<file path="src/design/irdct_consts.vh">
`ifndef IRDCT_CONSTS_VH
`define IRDCT_CONSTS_VH
// register offsets
`define IRDCT_ADDR_CTL8 8'h00
`define IRDCT_ADDR_SHARED 8'h01
`define IRDCT_ADDR_CTL16 8'h02
`define IRDCT_ADDR_LOW 8'h04
`define IRDCT_ADDR_HIGH 8'h05
`define IRDCT_ADDR_W_LO 8'h06
`define IRDCT_ADDR_W_HI 8'h07
`define IRDCT_ADDR_CAP_LO 8'h08
`define IRDCT_ADDR_CAP_HI 8'h09
`define IRDCT_ADDR_STATUS 8'h0a
// eight-bit control fields
`define IRDCT_B_RUN 7
`define IRDCT_B_SINGLE 6
`define IRDCT_B_TMO 5
`define IRDCT_B_PRE_HI 4
`define IRDCT_B_PRE_LO 3
`define IRDCT_B_CAPIE 2
// shared control fields
`define IRDCT_B_MODE 7
`define IRDCT_B_PINSEL 6
`define IRDCT_B_CMB_HI 5
`define IRDCT_B_CMB_LO 4
`define IRDCT_B_SUB_HI 3
`define IRDCT_B_SUB_LO 2
`define IRDCT_B_INIT8 1
`define IRDCT_B_INIT16 0
// wide control fields
`define IRDCT_B_RUN16 7
`define IRDCT_B_SINGLE16 6
// combine codes
`define IRDCT_CMB_AND 2'h0
`define IRDCT_CMB_OR 2'h1
`define IRDCT_CMB_NOR 2'h2
`define IRDCT_CMB_NAND 2'h3
// edge codes
`define IRDCT_EDGE_FALL 2'h0
`define IRDCT_EDGE_RISE 2'h1
`define IRDCT_EDGE_BOTH 2'h2
// submode codes
`define IRDCT_SUB_NORMAL 2'h0
`define IRDCT_SUB_PINGPONG 2'h1
`define IRDCT_SUB_FORCE0 2'h2
`define IRDCT_SUB_FORCE1 2'h3
// filter codes and widths
`define IRDCT_FLT_NONE 2'h0
`define IRDCT_FLT_4 2'h1
`define IRDCT_FLT_8 2'h2
`define IRDCT_FLT_LEN4 4'h4
`define IRDCT_FLT_LEN8 4'h8
// reset values
`define IRDCT_RST_BYTE 8'h00
`define IRDCT_ALL_ONES 8'hff
`endif

</file>
<file path="src/design/irdct_top.v">
`timescale 1ns/1ps
`default_nettype none
`include "irdct_consts.vh"
module irdct_top
(
   // clock and reset
   input wire clk_in,
   input wire arst_n_in,
   // register port
   input wire [7:0] addr_in,
   input wire [7:0] wdata_in,
   input wire wr_in,
   input wire rd_in,
   output reg [7:0] rdata_out,
   // link pins
   input wire demod_a_in,
   input wire demod_b_in,
   output reg ir_out,
   // events
   output reg capture_irq_out,
   output reg timeout_out
);
   // ----------------------------------------
   // reset release
   // ----------------------------------------
   reg rst_s1;
   reg rst_n;
   always @(posedge clk_in or negedge arst_n_in)
   begin
      if (!arst_n_in)
      begin
         rst_s1 <= 1'b0;
         rst_n <= 1'b0;
      end
      else
      begin
         rst_s1 <= 1'b1;
         rst_n <= rst_s1;
      end
   end

   // ----------------------------------------
   // registers
   // ----------------------------------------
   reg run8, single8, tmo8, capie;
   reg [1:0] pre_sel;
   reg mode_demod, pin_sel;
   reg [1:0] cmb, sub;
   reg init8, init16;
   reg rise_flag, fall_flag;
   reg run16, single16, tmo16;
   reg [7:0] hold_low, hold_high, hold_wlo, hold_whi;
   reg [7:0] cap_lo, cap_hi;
   reg [7:0] cnt8;
   reg [15:0] cnt16;
   reg out8, out16;
   reg demod_active;
   reg pp_turn16;
   // stop and clear requests wait for the next timer tick
   reg pend_stop8, pend_clr_tmo, pend_clr_rise, pend_clr_fall;
   wire tick;
   wire wr_ctl8 = wr_in && addr_in == `IRDCT_ADDR_CTL8;
   wire wr_sh = wr_in && addr_in == `IRDCT_ADDR_SHARED;
   wire wr_ctl16 = wr_in && addr_in == `IRDCT_ADDR_CTL16;

   // ----------------------------------------
   // input synchroniser and filter
   // ----------------------------------------
   reg [1:0] a_sync, b_sync;
   always @(posedge clk_in or negedge rst_n)
   begin
      if (!rst_n)
      begin
         a_sync <= 2'h0;
         b_sync <= 2'h0;
      end
      else
      begin
         a_sync <= {a_sync[0], demod_a_in};
         b_sync <= {b_sync[0], demod_b_in};
      end
   end
   wire demod_raw = pin_sel ? b_sync[1] : a_sync[1];
   wire demod_f;
   reg demod_prev;
   irdct_glitch_filter u_filter
   (
      .clk_in(clk_in),
      .rst_n_in(rst_n),
      .width_sel_in(sub),
      .sig_in(demod_raw),
      .sig_out(demod_f)
   );
   irdct_prescaler u_pre
   (
      .clk_in(clk_in),
      .rst_n_in(rst_n),
      .div_sel_in(pre_sel),
      .tick_out(tick)
   );

   wire rise_ev = mode_demod && demod_f && !demod_prev;
   wire fall_ev = mode_demod && !demod_f && demod_prev;
   reg edge_hit;
   always @*
   begin
      case (cmb)
         `IRDCT_EDGE_FALL: edge_hit = fall_ev;
         `IRDCT_EDGE_RISE: edge_hit = rise_ev;
         `IRDCT_EDGE_BOTH: edge_hit = rise_ev || fall_ev;
         default: edge_hit = 1'b0;
      endcase
   end

   // ----------------------------------------
   // register writes and flags
   // ----------------------------------------
   wire tmo8_set;
   always @(posedge clk_in or negedge rst_n)
   begin
      if (!rst_n)
      begin
         run8 <= 1'b0; single8 <= 1'b0; tmo8 <= 1'b0; capie <= 1'b0;
         pre_sel <= 2'h0; mode_demod <= 1'b0; pin_sel <= 1'b0;
         cmb <= `IRDCT_CMB_AND;
         sub <= `IRDCT_SUB_NORMAL;
         init8 <= 1'b0; init16 <= 1'b0;
         rise_flag <= 1'b0; fall_flag <= 1'b0;
         run16 <= 1'b0; single16 <= 1'b0;
         hold_low <= `IRDCT_RST_BYTE; hold_high <= `IRDCT_RST_BYTE;
         hold_wlo <= `IRDCT_RST_BYTE; hold_whi <= `IRDCT_RST_BYTE;
         pend_stop8 <= 1'b0; pend_clr_tmo <= 1'b0;
         pend_clr_rise <= 1'b0; pend_clr_fall <= 1'b0;
         demod_prev <= 1'b0;
      end
      else
      begin
         demod_prev <= demod_f;
         if (wr_ctl8)
         begin
            single8 <= wdata_in[`IRDCT_B_SINGLE];
            pre_sel <= wdata_in[`IRDCT_B_PRE_HI:`IRDCT_B_PRE_LO];
            capie <= wdata_in[`IRDCT_B_CAPIE];
            if (wdata_in[`IRDCT_B_RUN])
            begin
               run8 <= 1'b1;
               pend_stop8 <= 1'b0; // a fresh start cancels a stop still waiting
            end
            else if (run8)
               pend_stop8 <= 1'b1;
            if (wdata_in[`IRDCT_B_TMO])
               pend_clr_tmo <= 1'b1;
         end
         else if (tick)
         begin
            if (pend_stop8)
               run8 <= 1'b0;
            pend_stop8 <= 1'b0;
            pend_clr_tmo <= 1'b0;
            pend_clr_rise <= 1'b0;
            pend_clr_fall <= 1'b0;
         end
         if (wr_sh)
         begin
            mode_demod <= wdata_in[`IRDCT_B_MODE];
            pin_sel <= wdata_in[`IRDCT_B_PINSEL];
            cmb <= wdata_in[`IRDCT_B_CMB_HI:`IRDCT_B_CMB_LO];
            sub <= wdata_in[`IRDCT_B_SUB_HI:`IRDCT_B_SUB_LO];
            if (!wdata_in[`IRDCT_B_MODE])
            begin
               init8 <= wdata_in[`IRDCT_B_INIT8];
               init16 <= wdata_in[`IRDCT_B_INIT16];
            end
            if (wdata_in[`IRDCT_B_INIT8])
               pend_clr_rise <= 1'b1;
            if (wdata_in[`IRDCT_B_INIT16])
               pend_clr_fall <= 1'b1;
         end
         // set wins over a pending clear
         if (rise_ev)
            rise_flag <= 1'b1;
         else if (tick && pend_clr_rise && !wr_ctl8)
            rise_flag <= 1'b0;
         if (fall_ev)
            fall_flag <= 1'b1;
         else if (tick && pend_clr_fall && !wr_ctl8)
            fall_flag <= 1'b0;
         if (tmo8_set)
            tmo8 <= 1'b1;
         else if (tick && pend_clr_tmo && !wr_ctl8)
            tmo8 <= 1'b0;
         if (wr_ctl16)
         begin
            run16 <= wdata_in[`IRDCT_B_RUN16];
            single16 <= wdata_in[`IRDCT_B_SINGLE16];
         end
         else if (tmo16 && single16)
            run16 <= 1'b0;
         if (wr_in && addr_in == `IRDCT_ADDR_LOW) hold_low <= wdata_in;
         if (wr_in && addr_in == `IRDCT_ADDR_HIGH) hold_high <= wdata_in;
         if (wr_in && addr_in == `IRDCT_ADDR_W_LO) hold_wlo <= wdata_in;
         if (wr_in && addr_in == `IRDCT_ADDR_W_HI) hold_whi <= wdata_in;
      end
   end

   // ----------------------------------------
   // eight-bit timer
   // ----------------------------------------
   reg run8_d;
   wire pp_mode = !mode_demod && sub == `IRDCT_SUB_PINGPONG;
   wire t8_go = run8 && (!pp_mode || !pp_turn16);
   wire [7:0] reload8 = out8 ? hold_high : hold_low;
   assign tmo8_set = tick && t8_go && run8_d && !mode_demod && cnt8 == 8'h01;
   always @(posedge clk_in or negedge rst_n)
   begin
      if (!rst_n)
      begin
         cnt8 <= `IRDCT_RST_BYTE; out8 <= 1'b1; run8_d <= 1'b0;
         demod_active <= 1'b0; cap_lo <= `IRDCT_RST_BYTE;
         cap_hi <= `IRDCT_RST_BYTE; capture_irq_out <= 1'b0;
         pp_turn16 <= 1'b0; timeout_out <= 1'b0;
      end
      else
      begin
         run8_d <= run8;
         capture_irq_out <= 1'b0;
         timeout_out <= tmo8_set;
         if (!run8)
         begin
            out8 <= !init8;
            demod_active <= 1'b0;
            pp_turn16 <= 1'b0;
         end
         else if (mode_demod)
         begin
            if (edge_hit && !demod_active)
            begin
               demod_active <= 1'b1;
               cnt8 <= hold_low;
            end
            else if (edge_hit)
            begin
               if (rise_ev)
                  cap_hi <= ~cnt8;
               else
                  cap_lo <= ~cnt8;
               capture_irq_out <= capie;
               cnt8 <= hold_low;
            end
            else if (demod_active && tick)
               cnt8 <= cnt8 - 8'h01; // wrap to ff is no timeout
         end
         else if (!run8_d || (pp_mode && pp_turn16 && tmo16))
         begin
            out8 <= init8;
            cnt8 <= init8 ? hold_high : hold_low;
            pp_turn16 <= 1'b0;
         end
         else if (t8_go && tick)
         begin
            if (cnt8 == 8'h01)
            begin
               // only the 1 to 0 step is a timeout, never 0 to ff
               out8 <= !out8;
               cnt8 <= !out8 ? hold_high : hold_low;
               if (pp_mode)
                  pp_turn16 <= 1'b1;
            end
            else
               cnt8 <= cnt8 - 8'h01;
         end
         if (!pp_mode)
            pp_turn16 <= 1'b0; // normal ends ping-pong
      end
   end

   // ----------------------------------------
   // sixteen-bit timer
   // ----------------------------------------
   reg run16_d;
   wire t16_go = run16 && (!pp_mode || pp_turn16);
   always @(posedge clk_in or negedge rst_n)
   begin
      if (!rst_n)
      begin
         cnt16 <= 16'h0000; out16 <= 1'b1; run16_d <= 1'b0; tmo16 <= 1'b0;
      end
      else
      begin
         run16_d <= run16;
         tmo16 <= 1'b0;
         if (!mode_demod && sub == `IRDCT_SUB_FORCE0)
            out16 <= 1'b0;
         else if (!mode_demod && sub == `IRDCT_SUB_FORCE1)
            out16 <= 1'b1;
         else if (!run16)
            out16 <= !init16;
         else if (!run16_d)
         begin
            out16 <= init16;
            cnt16 <= {hold_whi, hold_wlo};
         end
         else if (t16_go && tick)
         begin
            if (cnt16 == 16'h0001)
            begin
               out16 <= !out16;
               tmo16 <= 1'b1;
               cnt16 <= {hold_whi, hold_wlo};
            end
            else
               cnt16 <= cnt16 - 16'h0001;
         end
      end
   end

   // ----------------------------------------
   // output combine and readback
   // ----------------------------------------
   reg comb;
   always @*
   begin
      case (cmb)
         `IRDCT_CMB_AND: comb = out8 & out16;
         `IRDCT_CMB_OR: comb = out8 | out16;
         `IRDCT_CMB_NOR: comb = ~(out8 | out16);
         default: comb = ~(out8 & out16);
      endcase
   end

   always @(posedge clk_in or negedge rst_n)
   begin
      if (!rst_n)
      begin
         ir_out <= 1'b0;
         rdata_out <= `IRDCT_RST_BYTE;
      end
      else
      begin
         ir_out <= mode_demod ? 1'b0 : comb;
         if (rd_in)
         begin
            case (addr_in)
               `IRDCT_ADDR_CTL8: rdata_out <= {run8, single8, tmo8, pre_sel, capie, 2'h0};
               `IRDCT_ADDR_SHARED: rdata_out <= {mode_demod, pin_sel, cmb, sub,
                  mode_demod ? rise_flag : init8, mode_demod ? fall_flag : init16};
               `IRDCT_ADDR_CTL16: rdata_out <= {run16, single16, 6'h00};
               `IRDCT_ADDR_LOW: rdata_out <= hold_low;
               `IRDCT_ADDR_HIGH: rdata_out <= hold_high;
               `IRDCT_ADDR_W_LO: rdata_out <= hold_wlo;
               `IRDCT_ADDR_W_HI: rdata_out <= hold_whi;
               `IRDCT_ADDR_CAP_LO: rdata_out <= cap_lo;
               `IRDCT_ADDR_CAP_HI: rdata_out <= cap_hi;
               `IRDCT_ADDR_STATUS: rdata_out <= {demod_active, out8, out16, 5'h00};
               default: rdata_out <= `IRDCT_RST_BYTE;
            endcase
         end
         else
            rdata_out <= `IRDCT_RST_BYTE;
      end
   end
endmodule // irdct_top
`default_nettype wire

</file>
<file path="src/design/irdct_glitch_filter.v">
`timescale 1ns/1ps
`default_nettype none
`include "irdct_consts.vh"
module irdct_glitch_filter
(
   // clock and reset
   input wire clk_in,
   input wire rst_n_in,
   // control
   input wire [1:0] width_sel_in,
   // signal
   input wire sig_in,
   output reg sig_out
);
   reg [3:0] stable_cnt;
   reg last;
   reg [3:0] need;

   always @*
   begin
      case (width_sel_in)
         `IRDCT_FLT_4: need = `IRDCT_FLT_LEN4;
         `IRDCT_FLT_8: need = `IRDCT_FLT_LEN8;
         default: need = 4'h0;
      endcase
   end

   // a level must hold for the full width before it is passed on
   always @(posedge clk_in or negedge rst_n_in)
   begin
      if (!rst_n_in)
      begin
         stable_cnt <= 4'h0;
         last <= 1'b0;
         sig_out <= 1'b0;
      end
      else
      begin
         last <= sig_in;
         if (sig_in != last)
            stable_cnt <= 4'h1;
         else if (stable_cnt != 4'hf)
            stable_cnt <= stable_cnt + 4'h1;
         if (need == 4'h0 || (sig_in == last && stable_cnt >= need - 4'h1))
            sig_out <= sig_in;
      end
   end
endmodule // irdct_glitch_filter
`default_nettype wire

</file>
<file path="src/design/irdct_prescaler.v">
`timescale 1ns/1ps
`default_nettype none
`include "irdct_consts.vh"
module irdct_prescaler
(
   // clock and reset
   input wire clk_in,
   input wire rst_n_in,
   // control
   input wire [1:0] div_sel_in,
   // tick
   output reg tick_out
);
   reg [2:0] div_cnt;
   reg [2:0] div_max;

   always @*
   begin
      case (div_sel_in)
         2'h1: div_max = 3'h1;
         2'h2: div_max = 3'h3;
         2'h3: div_max = 3'h7;
         default: div_max = 3'h0;
      endcase
   end

   always @(posedge clk_in or negedge rst_n_in)
   begin
      if (!rst_n_in)
      begin
         div_cnt <= 3'h0;
         tick_out <= 1'b0;
      end
      else if (div_cnt >= div_max)
      begin
         div_cnt <= 3'h0;
         tick_out <= 1'b1;
      end
      else
      begin
         div_cnt <= div_cnt + 3'h1;
         tick_out <= 1'b0;
      end
   end
endmodule // irdct_prescaler
`default_nettype wire

</file>
<file path="config.mk">
export PLATFORM = sky130hd
export DESIGN_NAME = irdct_top
export DESIGN_NICKNAME = d
export VERILOG_FILES = /design/src/design/irdct_top.v /design/src/design/irdct_glitch_filter.v /design/src/design/irdct_prescaler.v
export VERILOG_INCLUDE_DIRS = /design/src /design/src/design
export SDC_FILE = /design/constraint.sdc
export NUM_CORES = 1
export LEC_CHECK = 0
export ABC_AREA = 1
export BUFFER_PORTS_ARGS = -buffer_cell sky130_fd_sc_hd__buf_2
export CELL_PAD_IN_SITES_DETAIL_PLACEMENT = 1
export CELL_PAD_IN_SITES_GLOBAL_PLACEMENT = 1
export CORE_MARGIN = 8
export CORE_UTILIZATION = 46
export CTS_BUF_LIST = sky130_fd_sc_hd__clkbuf_4 sky130_fd_sc_hd__clkbuf_8 sky130_fd_sc_hd__clkbuf_16
export CTS_CLUSTER_DIAMETER = 120
export DETAILED_ROUTE_END_ITERATION = 10
export PLACE_DENSITY = 0.85
export SYNTH_ARGS = -nofsm -noshare
export SYNTH_HDL_FRONTEND = slang
export SYNTH_SLANG_ARGS = --single-unit
</file>
<file path="constraint.sdc">
create_clock -name clk_in -period 4.8 [get_ports clk_in]
set_input_delay 0.72 -clock clk_in [delete_from_list [all_inputs] [get_ports clk_in]]
set_output_delay 0.72 -clock clk_in [all_outputs]
set_load 0.02 [all_outputs]
</file>
# Yosys cells after proc, flatten, opt, wreduce, memory -nomap -nowiden
# Cells that the tools add are included.
[word_totals]
regBits = 129
inputBits = 22
wordCells = 257
[classes]
order_cmp = 2
n_reduce_logical = 73
bitwise_logic = 10
n_eq_ne = 37
mux = 82
add_sub_neg = 5
[op_table]
columns = ["op", "count"]
rows = [
  ["$mux W8", 10],
  ["$pmux W8 S10", 1],
  ["$mux W1", 61],
  ["$mux W16", 3],
  ["$logic_and A1 B1 Y1", 33],
  ["$eq A8 B3 Y1 const B", 4],
  ["$eq A8 B4 Y1 const B", 3],
  ["$eq A16 B1 Y1 const B", 1],
  ["$eq A8 B1 Y1 const B", 2],
  ["$sub A16 B1 Y16 const B", 1],
  ["$reduce_bool A2 Y1", 7],
  ["$logic_not A1 Y1", 12],
  ["$reduce_and A3 Y1", 4],
  ["$eq A2 B2 Y1 const B", 5],
  ["$ne A5 B2 Y1 const B", 2],
  ["$reduce_and A2 Y1", 5],
  ["$reduce_and A5 Y1", 2],
  ["$pmux W3 S3", 1],
  ["$eq A8 B2 Y1 const B", 1],
  ["$logic_not A8 Y1", 1],
  ["$mux W4", 2],
  ["$ne A4 B2 Y1 const B", 2],
  ["$not A8 Y8", 1],
  ["$pmux W4 S2", 1],
  ["25 further kinds", 44],
]

# Longest topological paths before layout
# Gate-level depths: netlist of run 1.
[logic_depth]
word_depth = 11
ltp_mapped = 12
depth_no_buf = 12

# Modules after synthesis
# A second synthesis of run 1 with hierarchy kept.
[unflattened]
cells_unflattened = 960
area_unflattened_um2 = 7324.5
[by_module_without_submodules]
columns = ["mod", "instances", "cells_per_inst", "area_each_um2"]
rows = [
  ["irdct_top", 1, 894, 6756.5],
  ["irdct_glitch_filter", 1, 42, 342.8],
  ["irdct_prescaler", 1, 24, 225.2],
]

# Worst setup path after synthesis of run 1
# No wires, ideal clock.
[synth_timing]
path_kind = "input to register"
startpoint = "input addr_in[7]"
endpoint = "register hold_high[6]"
arrival_time_ps = 1646
setup_ps = 122
path_slack_ps = 3032
cell_stages = 9
cell_sequence = "nor2_2 -> nand3_4 -> nor2_4 -> inv_2 -> nor2_4 -> nand2_2 -> buf_6 -> nand2_1 -> o21ai_2"
[synth_between]
elab_chain_len = 2
[synth_lines]
columns = ["item", "line", "text"]
rows = [
  ["start: declaration", "irdct_top.v:10", "input wire [7:0] addr_in,"],
  ["$eq A8 B3 Y1", "n/a", ""],
  ["$logic_and A1 B1 Y1 (no source line)", "n/a", ""],
  ["end signal: assignment", "irdct_top.v:130", "hold_low <= `IRDCT_RST_BYTE; hold_high <= `IRDCT_RST_BYTE;"],
  ["end signal: assignment", "irdct_top.v:200", "if (wr_in && addr_in == `IRDCT_ADDR_HIGH) hold_high <= wdata_in;"],
  ["end: declaration", "irdct_top.v:52", "reg [7:0] hold_low, hold_high, hold_wlo, hold_whi;"],
]
# No other way between the ends.
# A chain may end at the register's enable or synchronous reset.

# Worst setup path after layout of run 1
[layout_timing]
startpoint = "register mode_demod"
endpoint = "register cnt16[12]"
[layout_between]
elab_chain_len = 8
elab_cells_between_ends = 12
classes_between = "eq/ne (1); bitwise (2); reduce/logical (9)"
[layout_lines]
columns = ["item", "line", "text"]
rows = [
  ["start: declaration", "irdct_top.v:47", "reg mode_demod, pin_sel;"],
  ["start signal: assignment", "irdct_top.v:165", "mode_demod <= wdata_in[`IRDCT_B_MODE];"],
  ["$logic_not A1 Y1 *", "irdct_top.v:210, irdct_top.v:292, irdct_top.v:294", ""],
  ["$logic_and A1 B1 Y1 (no source line)", "n/a", ""],
  ["$logic_not A1 Y1", "irdct_top.v:281", "wire t16_go = run16 && (!pp_mode || pp_turn16);"],
  ["$logic_or A1 B1 Y1", "irdct_top.v:281", ""],
  ["$logic_and A1 B1 Y1", "irdct_top.v:281", ""],
  ["$logic_and A1 B1 Y1", "irdct_top.v:303", "else if (t16_go && tick)"],
  ["$ne A2 B1 Y1 (no source line)", "n/a", ""],
  ["$reduce_and A4 Y1 (no source line) *", "n/a", ""],
  ["end signal: assignment", "irdct_top.v:301", "cnt16 <= {hold_whi, hold_wlo};"],
  ["end signal: assignment", "irdct_top.v:309", "cnt16 <= {hold_whi, hold_wlo};"],
  ["end signal: assignment", "irdct_top.v:312", "cnt16 <= cnt16 - 16'h0001;"],
  ["end: declaration", "irdct_top.v:55", "reg [15:0] cnt16;"],
]
# Mark *: on every way between the ends. The rest lies on a longest branch, timed or not.

==> summary.md, run 1 <==
| Metric | Value |
|---|---|
| Status | finished clean |
| Total CTS buffers | 17 |
| Core area | between 0.015 and 0.02 sq mm |
| Power density over cell area | about 460 mW/mm^2 |
| Worst R2R End | cnt16[12] |
| NetSw | between 1000 and 1500 uW |
| Syn_area_per_cell | 7.64 sq um |
| Cts hold-fix bufs | 0 |
| Max Fclk | 433 MHz |
| Fillers | 2006 |
| Cts repair resizes | 0 |
| Worst hold-check path type | input port to asynchronous set/reset pin |
| CTS Sinks | 129 |
| Total power | approximately 3700 uW |
| Post-DP HPWL | 16600 um |
| PortBufs | 32 |
| Internal Pwr Total | 2460 uW |
| ANT nets after route | 0 |
| Detailed Route WL | 22500 um |
| Seq cells post-synth | 129 |
| Final Wtd Congestion | 0.966 |
| Post-synthesis cell count | 951 |
| Sequential area share after synthesis | 0.445 |
| # setup viols final | 0 |
| Clk_lat worst skew | ~0.42 ns |
| Total die area | approximately 0.020 sq mm |
| Sw Ratio | 0.342 |
| Synth cell types | 40 |
| Most common cell in the netlist | nand2_1 |
| Via count | 6618 |
| Area leader, netlist | dfrtp_1 |
| RSZ-0062 raised after global routing | false |
| Post-synth ARST share | 1.00 |
| Cells after DPL | approximately 1200 |
| First-pass GRT wire length | 36700 um |
| Final non-filler cell total | 1205 |
| Top FF cell, synth | dfrtp_1 |
| Remaining Overflow, GRT | 0 |
| H-Tree Level Count | 4 |
| First DRT Iteration DRCs | ~560 |
| Worst R2R Setup Slack | between 2 and 2.5 ns |
| Critical path start-end classification | flop to flop |
| I/O pin total | 33 |
| R2r worst-path depth | 9 |
| Synth area leaders | dfrtp_1 44%, nand2_1 14%, o21ai_0 5.7% |
| Ant. Diodes | 0 |
| Clk root buf | clkbuf_16 |
| TritonRoute pass-1 iters | 5 |
| Max Root-Sink Buffers | 2 |
| Arr. time, crit path | between 2 and 3 ns |
| Clk_skew | 0.00912 ns |
| Synthesized net count | 987 |
| Starting density of the core | 0.464 |
| Setup bufs post-CTS | 0 |
| Max-slew violation count | 0 |
| CTS tree | done |
| Die span in y | around 140 um |
| Commonest cells in the netlist | 273 x nand2_1, 127 x dfrtp_1, 97 x inv_1, 86 x nor2_1, 82 x o21ai_0 |
| Row count | 46 |
| Worst reg2reg startpoint | mode_demod |
| Vias per cell | 5.49 |
| Critical Path RT | approximately 5 ns |
| Yosys top cell area share | 0.438 |
| Worst slew margin | 0.309 |
| Avg WL per Cell | 18.7 um |
| Combinational power share | 0.244 |
| Min Tclk post-route | around 2.3 ns |
| Initial antenna violation count | 0 |
| DR DRC count | 0 |
| FF/Latch Area | around 0.0032 sq mm |
| Startpoint types | flop |
| Final Cycle Share | 0.481 |
| Pin count of the biggest net entering global routing | 80 |
| Worst-margin pin slew | 1.04 ns |
| Final nets | 1015 |
| Critical Path Fanout Max | 21 |
| Worst setup startpoint | mode_demod |
| Maximum VDD drop | 0.255 mV |
| Clock power share | 0.357 |
| Setup TNS | 0 ns |
| Area growth, synth to finish | 11.9% |
| Max cap viols | 0 |
| Die extent in x | between 100 and 150 um |
| CTS clk-pin slew, worst paths | 0.05 ns |
| Vias in the first global route | 6782 |
| Number of enable flip-flop cells after synthesis | 0 |
| Leak | roughly 0.004 uW |
| Syn. warnings | 0 |
| GRT Total Usage | 0.237 |
| Final Hold Viols | 0 |
| Netlist Area Pre-Place | 0.00726 sq mm |
| Worst setup EP type | flop |
| Multi-input combinational cell area | 0.00343 sq mm |
| Flop pwr share | 0.399 |
| Share of cells above drive strength 1 | 0.131 |
## worst max-delay path by stage
| stage | endpoint | slack, ns | cells after the start |
|---|---|---|---|
| finish | cnt16[12] | 2.49 | 9 |
| global route | cnt16[11] | 2.31 | 8 |
| CTS | cnt16[15] | 2.51 | 8 |
| detailed placement | hold_high[3] | 2.55 | 9 |
| global placement | hold_high[1] | 2.61 | 9 |
| floorplan | a_sync[0] | 0.94 | 0 |
## logic make-up (layout without fill, tap and decap cells)
kind of cell,Yosys count,count (layout),share of synthesized area
adders and majority gates,14,14,0.0241
xor gates and xnor gates,13,13,0.0157
AOI/OAI and AO/OA,186,186,0.142
DFF,129,129,0.445
other,1,1,0.000516
and+or+nand+nor,474,474,0.289
buffers and inverters,134,172,0.0830
## layout by cell type, fill, tap and decap left out, types with 14 or more instances in the layout
| master | count |
|---|---|
| clkbuf_16 | 17 |
| nand2_1 | 273 |
| ha_1 | 14 |
| dfrtp_1 | 126 |
| o21ai_1 | 32 |
| buf_2 | 32 |
| nand3_1 | 69 |
| a21oi_1 | 37 |
| nor2_1 | 86 |
| inv_1 | 97 |
| o21ai_0 | 82 |
| o21ai_2 | 16 |
## routing by layer
| metal | track usage | wire (um) | vias to the layer above |
|---|---|---|---|
| met1 | 0.315 | 10200 | 3269 |
| li1 | - | - | 3109 |
| met4 | 0.0961 | 573 | 0 |
| met2 | 0.368 | 10400 | 195 |
| met5 | 0 | 0 | - |
| met3 | 0.0531 | 1350 | 45 |
## power by group through the flow
stage	Clock [uW]	Combinational, uW	Sequential [uW]
finish	1340	915	1490
global route	1400	1040	1510
floorplan	0	714	1410
CTS	1350	918	1490
global placement	0	857	1500
detailed placement	0	902	1510
## flip-flops by register name, summed over array words and instances, names as in the netlist, 2 cells and up
register and flops:
b_sync 2, cnt16 16, cmb 2, rdata_out 8, hold_high 8, cnt8 8
u_pre.div_cnt 3, sub 2, cap_lo 8, u_filter.stable_cnt 4, pre_sel 2, hold_whi 8
hold_low 8, hold_wlo 8, cap_hi 8, a_sync 2
## worst max-delay path, cell delays in order, from the launching register on
cell	delay [ns]
dfrtp_1	0.65
inv_2	0.33
nand2_1	0.17
nand3_1	0.13
a21oi_2	0.13
buf_4	0.23
inv_1	0.24
a21oi_1	0.19
nand2_1	0.08
o21ai_0	0.08
## per-stage QoR
stage | setup slack [ns] | area, sq um | utilization | hold slack (ns)
5_1_grt | 2.31 | 8120 | 0.519 | 0.0607
6_report | 2.49 | 8120 | 0.519 | 0.0756
3_3_place_gp | 2.61 | 7520 | 0.480 | 0.333
4_1_cts | 2.51 | 8120 | 0.519 | 0.0642
2_1_floorplan | 0.943 | 7260 | - | 0.331
3_5_place_dp | 2.55 | 7520 | 0.480 | 0.336
## cell type report
class,instances,share of cell area
clock inverters,5,0.0126
repair buffers,34,0.0216
inverters,109,0.0504
clock buffers,24,0.0619
well taps,216,0.0333
multi-input cells,688,0.422
flip-flops and latches,129,0.398
Note: power is estimated with default switching activity, not from simulation.
==> inputs of run 2 (changes only) <==
- clock period: 4.8 -> 2.25 ns (I/O delays scaled with it)
==> run 2 against run 1 <==
  * Via count is 0.77% higher
  * Clock skew is 0.0020 ns lower
  * Routed wire length is 1.7% higher
  * Global-route usage is 0.32 points higher
  * Register-to-register slack worse by 2.3 ns
  * Highest routed layer unchanged
  * Power is 120% higher
  * Worst setup slack worse by 2.3 ns
==> summary.md, run 2 (synthesized netlist as in run 1, its figures left out) <==
| Metric | Value |
|---|---|
| Worst hold-check path type | input port to flop |
| CTS clk-pin slew, worst paths | roughly 0.06 ns |
| Worst R2R Setup Slack | 0.14 ns |
| Leak | 0.00410 uW |
| Final nets | slightly above 1000 |
| Worst setup startpoint | sub[1] |
| H-Tree Level Count | 4 |
| Worst setup EP type | flop |
| Vias per cell | around 5.5 |
| R2r worst-path depth | 11 |
| Setup TNS | 0 ns |
| Total CTS buffers | 17 |
| Setup bufs post-CTS | 0 |
| Combinational power share | 0.242 |
| Initial antenna violation count | 0 |
| Post-DP HPWL | 16800 um |
| GRT Total Usage | 0.240 |
| I/O pin total | 33 |
| Row count | 46 |
| RSZ-0062 raised after global routing | false |
| Detailed Route WL | 22900 um |
| Final Hold Viols | 0 |
| Max cap viols | 0 |
| Critical path start-end classification | flop to flop |
| Startpoint types | flop |
| Fin util | 0.531 |
| Share of cells above drive strength 1 | 0.142 |
| Max Root-Sink Buffers | 2 |
| Ant. Diodes | 0 |
| Fillers | 1999 |
| Starting density of the core | 0.464 |
| Max Fclk | between 400 and 500 MHz |
| Die extent in x | 142 um |
| Top reg by flops | cnt16 |
| Worst R2R End | out8 |
| Critical Path Fanout Max | 15 |
| Final Wtd Congestion | roughly 0.9 |
| Total die area | 0.0201 sq mm |
| Via count | 6669 |
| Status | finished clean |
| First DRT Iteration DRCs | 545 |
| DR DRC count | 0 |
| CTS Sinks | about 130 |
| Power density over cell area | 997 mW/mm^2 |
| PortBufs | 32 |
| Pin count of the biggest net entering global routing | 51 |
| Vias in the first global route | 6985 |
| NetSw | 2830 uW |
| Critical Path RT | 2.58 ns |
| Final Cycle Share | 0.937 |
| Remaining Overflow, GRT | 0 |
| Maximum VDD drop | between 0.5 and 0.6 mV |
| Min Tclk post-route | 2.11 ns |
| Area growth, synth to finish | 14.4% |
| Worst reg2reg startpoint | sub[1] |
| Die span in y | 142 um |
| Arr. time, crit path | 2.44 ns |
| Clk_skew | 0.00713 ns |
| Clk root buf | clkbuf_16 |
| # setup viols final | 0 |
| Clock power share | 0.375 |
| ANT nets after route | 0 |
| WHS | 0.0234 ns |
| Leading cell types in the layout, fill and taps excluded | 273 x nand2_1, 126 x dfrtp_1, 97 x inv_1 |
| Sw Ratio | 0.342 |
| Largest register FFs | 16 |
| Clk_lat worst skew | around 0.43 ns |
| Core area | 0.0157 sq mm |
| Avg WL per Cell | 18.7 um |
| First-pass GRT wire length | 37100 um |
| Flop pwr share | 0.383 |
| CTS tree | done |
| Most common cell after layout, fill and taps aside | nand2_1 |
| Crit path to | out8 |
| Internal Pwr Total | 5450 uW |
| Max-slew violation count | 0 |
| TritonRoute pass-1 iters | 4 |
## run 2: cell type report
cell class	count	area, sq um	share of cell area
sequential	129	3230	0.389
clock buffer	24	515	0.0621
tap	216	270	0.0325
multi-input combinational	688	3430	0.413
clock inverter	8	148	0.0178
timing repair buffer	46	295	0.0356
inverter	109	409	0.0493
## run 2: worst min-delay path by stage
stage / start / end / slack, ns / cells past startpoint
floorplan: arst_n_in / rst_n / 0.04 / 0
global placement: arst_n_in / rst_s1 / 0.12 / 1
detailed placement: arst_n_in / rst_s1 / 0.13 / 1
CTS: demod_b_in / b_sync[0] / 0.01 / 1
global route: demod_b_in / b_sync[0] / 0.02 / 1
finish: demod_b_in / b_sync[0] / 0.02 / 1
## run 2: timing repair
action	in CTS	in global routing
setup endpoints to repair	0	1
hold buffers	2	0
gates resized for setup	0	1
endpoints found under the hold margin	3	0
## run 2: layer usage
metal | up-vias | track usage | share of wire
li1 | 3135 | - | -
met1 | 3302 | 0.315 | 0.46
met2 | 179 | 0.382 | 0.47
met3 | 53 | 0.0450 | 0.049
met4 | 0 | 0.103 | 0.029
met5 | - | 0 | 0
## run 2: power by group through the flow
stage / logic, uW / registers [uW] / clock network [uW]
finish: 2010 / 3170 / 3100
global route: 2270 / 3220 / 3230
CTS: 2020 / 3160 / 3120
detailed placement: 1970 / 3180 / 0
global placement: 1890 / 3180 / 0
floorplan: 1520 / 3010 / 0
## run 2: worst max-delay path, cell delays in order, from the launching register on
cell	delay, ns
dfrtp_1	0.40
inv_1	0.13
ha_1	0.24
inv_1	0.07
nor2_1	0.18
nand3_1	0.24
nand2_4	0.23
inv_1	0.15
nand2_1	0.10
nand3_1	0.07
o211ai_1	0.09
o21ai_0	0.12
## run 2: metrics by stage
stage | setup WS [ns] | std cells | power [uW] | cell area [sq um]
floorplan | 0.104 | 951 | 4540 | 7260
global placement | 0.364 | 1186 | 5070 | 7620
detailed placement | 0.253 | 1186 | 5150 | 7620
CTS | 0.146 | 1220 | 8300 | 8300
global route | 0.0755 | 1220 | 8710 | 8310
finish | 0.142 | 1220 | 8280 | 8310
==> inputs of run 3 (changes only) <==
--- a/config.mk
+++ b/config.mk
@@ -13,3 +13,3 @@
 export CORE_MARGIN = 8
-export CORE_UTILIZATION = 46
+export CORE_UTILIZATION = 42
 export CTS_BUF_LIST = sky130_fd_sc_hd__clkbuf_4 sky130_fd_sc_hd__clkbuf_8 sky130_fd_sc_hd__clkbuf_16
@@ -17,3 +17,3 @@
 export DETAILED_ROUTE_END_ITERATION = 10
-export PLACE_DENSITY = 0.85
+export PLACE_DENSITY = 0.82
 export SYNTH_ARGS = -nofsm -noshare
==> constraint.sdc (replaced) <==
create_clock -name clk_in -period 1.7 [get_ports clk_in]
set_input_delay 0.17 -clock clk_in [delete_from_list [all_inputs] [get_ports clk_in]]
set_output_delay 0.17 -clock clk_in [all_outputs]
set_load 0.02 [all_outputs]
==> run 3 against run 2 <==
  * The run now ends with negative setup slack left
  * Register-to-register slack worse by 0.26 ns
  * Global-route usage down 0.24 points
  * Routed wire length increased by 14%
  * Utilization rose by 0.97 points
  * Sequential power rose by 30%
  * Non-clock buffer count is 67 higher
  * Clock skew up 0.0032 ns
  * Flip-flop and latch count unchanged
  * Worst setup slack got worse by 0.26 ns
  * Worst hold slack worse by 0.0046 ns
==> summary.md, run 3 (synthesized netlist as in run 1, its figures left out) <==
| Metric | Value |
|---|---|
| Status | finished with violations |
| Failing checks | negative setup slack |
| Remaining Overflow, GRT | 0 |
| Row count | 48 |
| Worst-margin pin slew | around 0.60 ns |
| Final nets | between 1000 and 1500 |
| Vias per cell | 5.46 |
| Top delay family on crit path | compound AO/OA/AOI/OAI gates |
| CTS clk-pin slew, worst paths | 0.06 ns |
| WL met1 | 10900 um |
| Die span in y | 147 um |
| Worst reg2reg startpoint | sub[0] |
| Clk_lat worst skew | 0.44 ns |
| TritonRoute pass-1 iters | 5 |
| Most common cell after layout, fill and taps aside | nand2_1 |
| First DRT Iteration DRCs | 443 |
| Min Tclk post-route | around 1.8 ns |
| Clk root buf | clkbuf_16 |
| Final Hold Viols | 0 |
| GRT Total Usage | 0.238 |
| Largest register FFs | 16 |
| First-pass GRT wire length | 40000 um |
| H-Tree Level Count | 4 |
| Cells after DPL | 1243 |
| # setup viols final | 21 |
| Hold wc startpoint | rd_in |
| WL met3 | 1570 um |
| Arr. time, crit path | between 2 and 2.5 ns |
| Critical Path Fanout Max | 7 |
| Clk_skew | 0.0103 ns |
| Avg WL per Cell | 20.1 um |
| Dpl ws | -0.119 ns |
| Max cap viols | 0 |
| Worst setup EP type | flop |
| Vias in the first global route | 7429 |
| Top reg by flops | cnt16 |
| Max Root-Sink Buffers | 2 |
| I/O pin total | 33 |
| Final non-filler cell total | 1299 |
| Leak | 0.00449 uW |
| Area growth, synth to finish | 27.3% |
| DR DRC count | 0 |
| Worst path cell trace | ha_2 -> inv_2 -> nor2_4 -> nand2_2 -> nand3_4 -> a21oi_4 -> clkinvlp_4 -> a21oi_1 -> nand2_1 -> o21ai_0 |
| Initial antenna violation count | 1 |
| Fillers | 2122 |
| Max Fclk | ~550 MHz |
| CP max stage cell | dfrtp_1 |
| Detailed Route WL | roughly 26000 um |
| Maximum VDD drop | around 0.74 mV |
| Starting density of the core | 0.424 |
| Leading cell types in the layout, fill and taps excluded | 259 x nand2_1, 124 x dfrtp_1, 88 x inv_1 |
| Die extent in x | 147 um |
| CTS Sinks | 129 |
| Final Cycle Share | 1.07 |
| Final Wtd Congestion | 0.885 |
| Pin count of the biggest net entering global routing | between 40 and 50 |
| Worst hold-check path type | input port to flop |
| Worst setup startpoint | sub[0] |
| Worst slew margin | 0.598 |
| Power density over cell area | 1310 mW/mm^2 |
| Critical path start-end classification | flop to flop |
| Met2 wire length | 13000 um |
| Critical Path RT | 2.05 ns |
| Share of cells above drive strength 1 | 0.247 |
| Max-slew violation count | 0 |
| Buf/Inv on CP | 2 |
| Via count | between 7000 and 8000 |
| PortBufs | 32 |
| Post-route setup slack | -0.117 ns |
| CTS tree | done |
| ANT nets after route | 0 |
| Post-DP HPWL | 17500 um |
| Total CTS buffers | 17 |
| CP max stage delay | 0.41 ns |
| Total die area | 0.0218 sq mm |
| DR top layer | met5 |
| Ant. Diodes | 0 |
| Core area | approximately 0.017 sq mm |
| Worst R2R Setup Slack | -0.12 ns |
| Setup TNS | -1.56 ns |
| Startpoint types | flop |
| RSZ-0062 raised after global routing | true |
run 3: cell count changes in the layout (fill, tap and decap cells not counted), moves of 9 or more:
cell / delta
buf_4: +54
nand2_2: +13
inv_1: -9
a21oi_1: -9
nand2_1: -14
run 3: per-layer routing:
layer  vias up  global-route usage
li1       3299                   -
met1      3521               0.291
met2       203               0.400
met3        64              0.0605
met4         2              0.0821
met5         -                   0
run 3: area by class of cell:
type | count | area [sq um] | area share
multi-input cells | 691 | 3730 | 0.404
flip-flops and latches | 129 | 3240 | 0.350
repair buffers | 113 | 880 | 0.0951
clock buffers | 18 | 439 | 0.0475
inverters | 109 | 419 | 0.0453
well taps | 225 | 282 | 0.0304
clock inverters | 14 | 259 | 0.0280
run 3: timing repair:
item	4_1_cts	5_1_grt
cloned	1	2
buffers inserted	7	7
pin swaps	5	14
setup endpoints to repair	27	36
hold buffers	7	0
endpoints found under the hold margin	8	0
gates resized for setup	27	62
run 3: through the flow:
| step | instance area, sq um | total power [uW] | utilization | hold slack (ns) |
|---|---|---|---|---|
| final | 9250 | 12100 | 0.540 | 0.0188 |
| after global routing | 9250 | 12700 | 0.540 | 0.0285 |
| after CTS | 8960 | 11700 | 0.523 | 0.00754 |
| after detailed placement | 8030 | 7130 | 0.469 | -0.0451 |
| after global placement | 8030 | 7000 | 0.469 | -0.0416 |
| after floorplan | 7270 | 6010 | - | -0.126 |
run 3: worst paths after layout:
check                                    to  cells past startpoint
setup / recovery                  cnt16[12]                     10
hold / removal                 rdata_out[4]                      3
setup reg to reg                  cnt16[12]                     10
hold reg to reg            u_pre.div_cnt[2]                      0
max in group asynchronous             out16                      1
min in group asynchronous             rst_n                      2
run 3: worst register-to-register path, stage by stage, from the launching register on:
cell	delay [ns]
dfrtp_1	0.41
ha_2	0.20
inv_2	0.07
nor2_4	0.05
nand2_2	0.08
nand3_4	0.08
a21oi_4	0.24
clkinvlp_4	0.25
a21oi_1	0.19
nand2_1	0.07
o21ai_0	0.09
run 3: power by group:
| part | switching [uW] | total [uW] | leakage, uW | internal (uW) |
|---|---|---|---|---|
| Combinational | 2210 | 3580 | 0.00251 | 1370 |
| Clock | 1470 | 4400 | 0.000329 | 2930 |
| Sequential | 542 | 4110 | 0.00165 | 3570 |
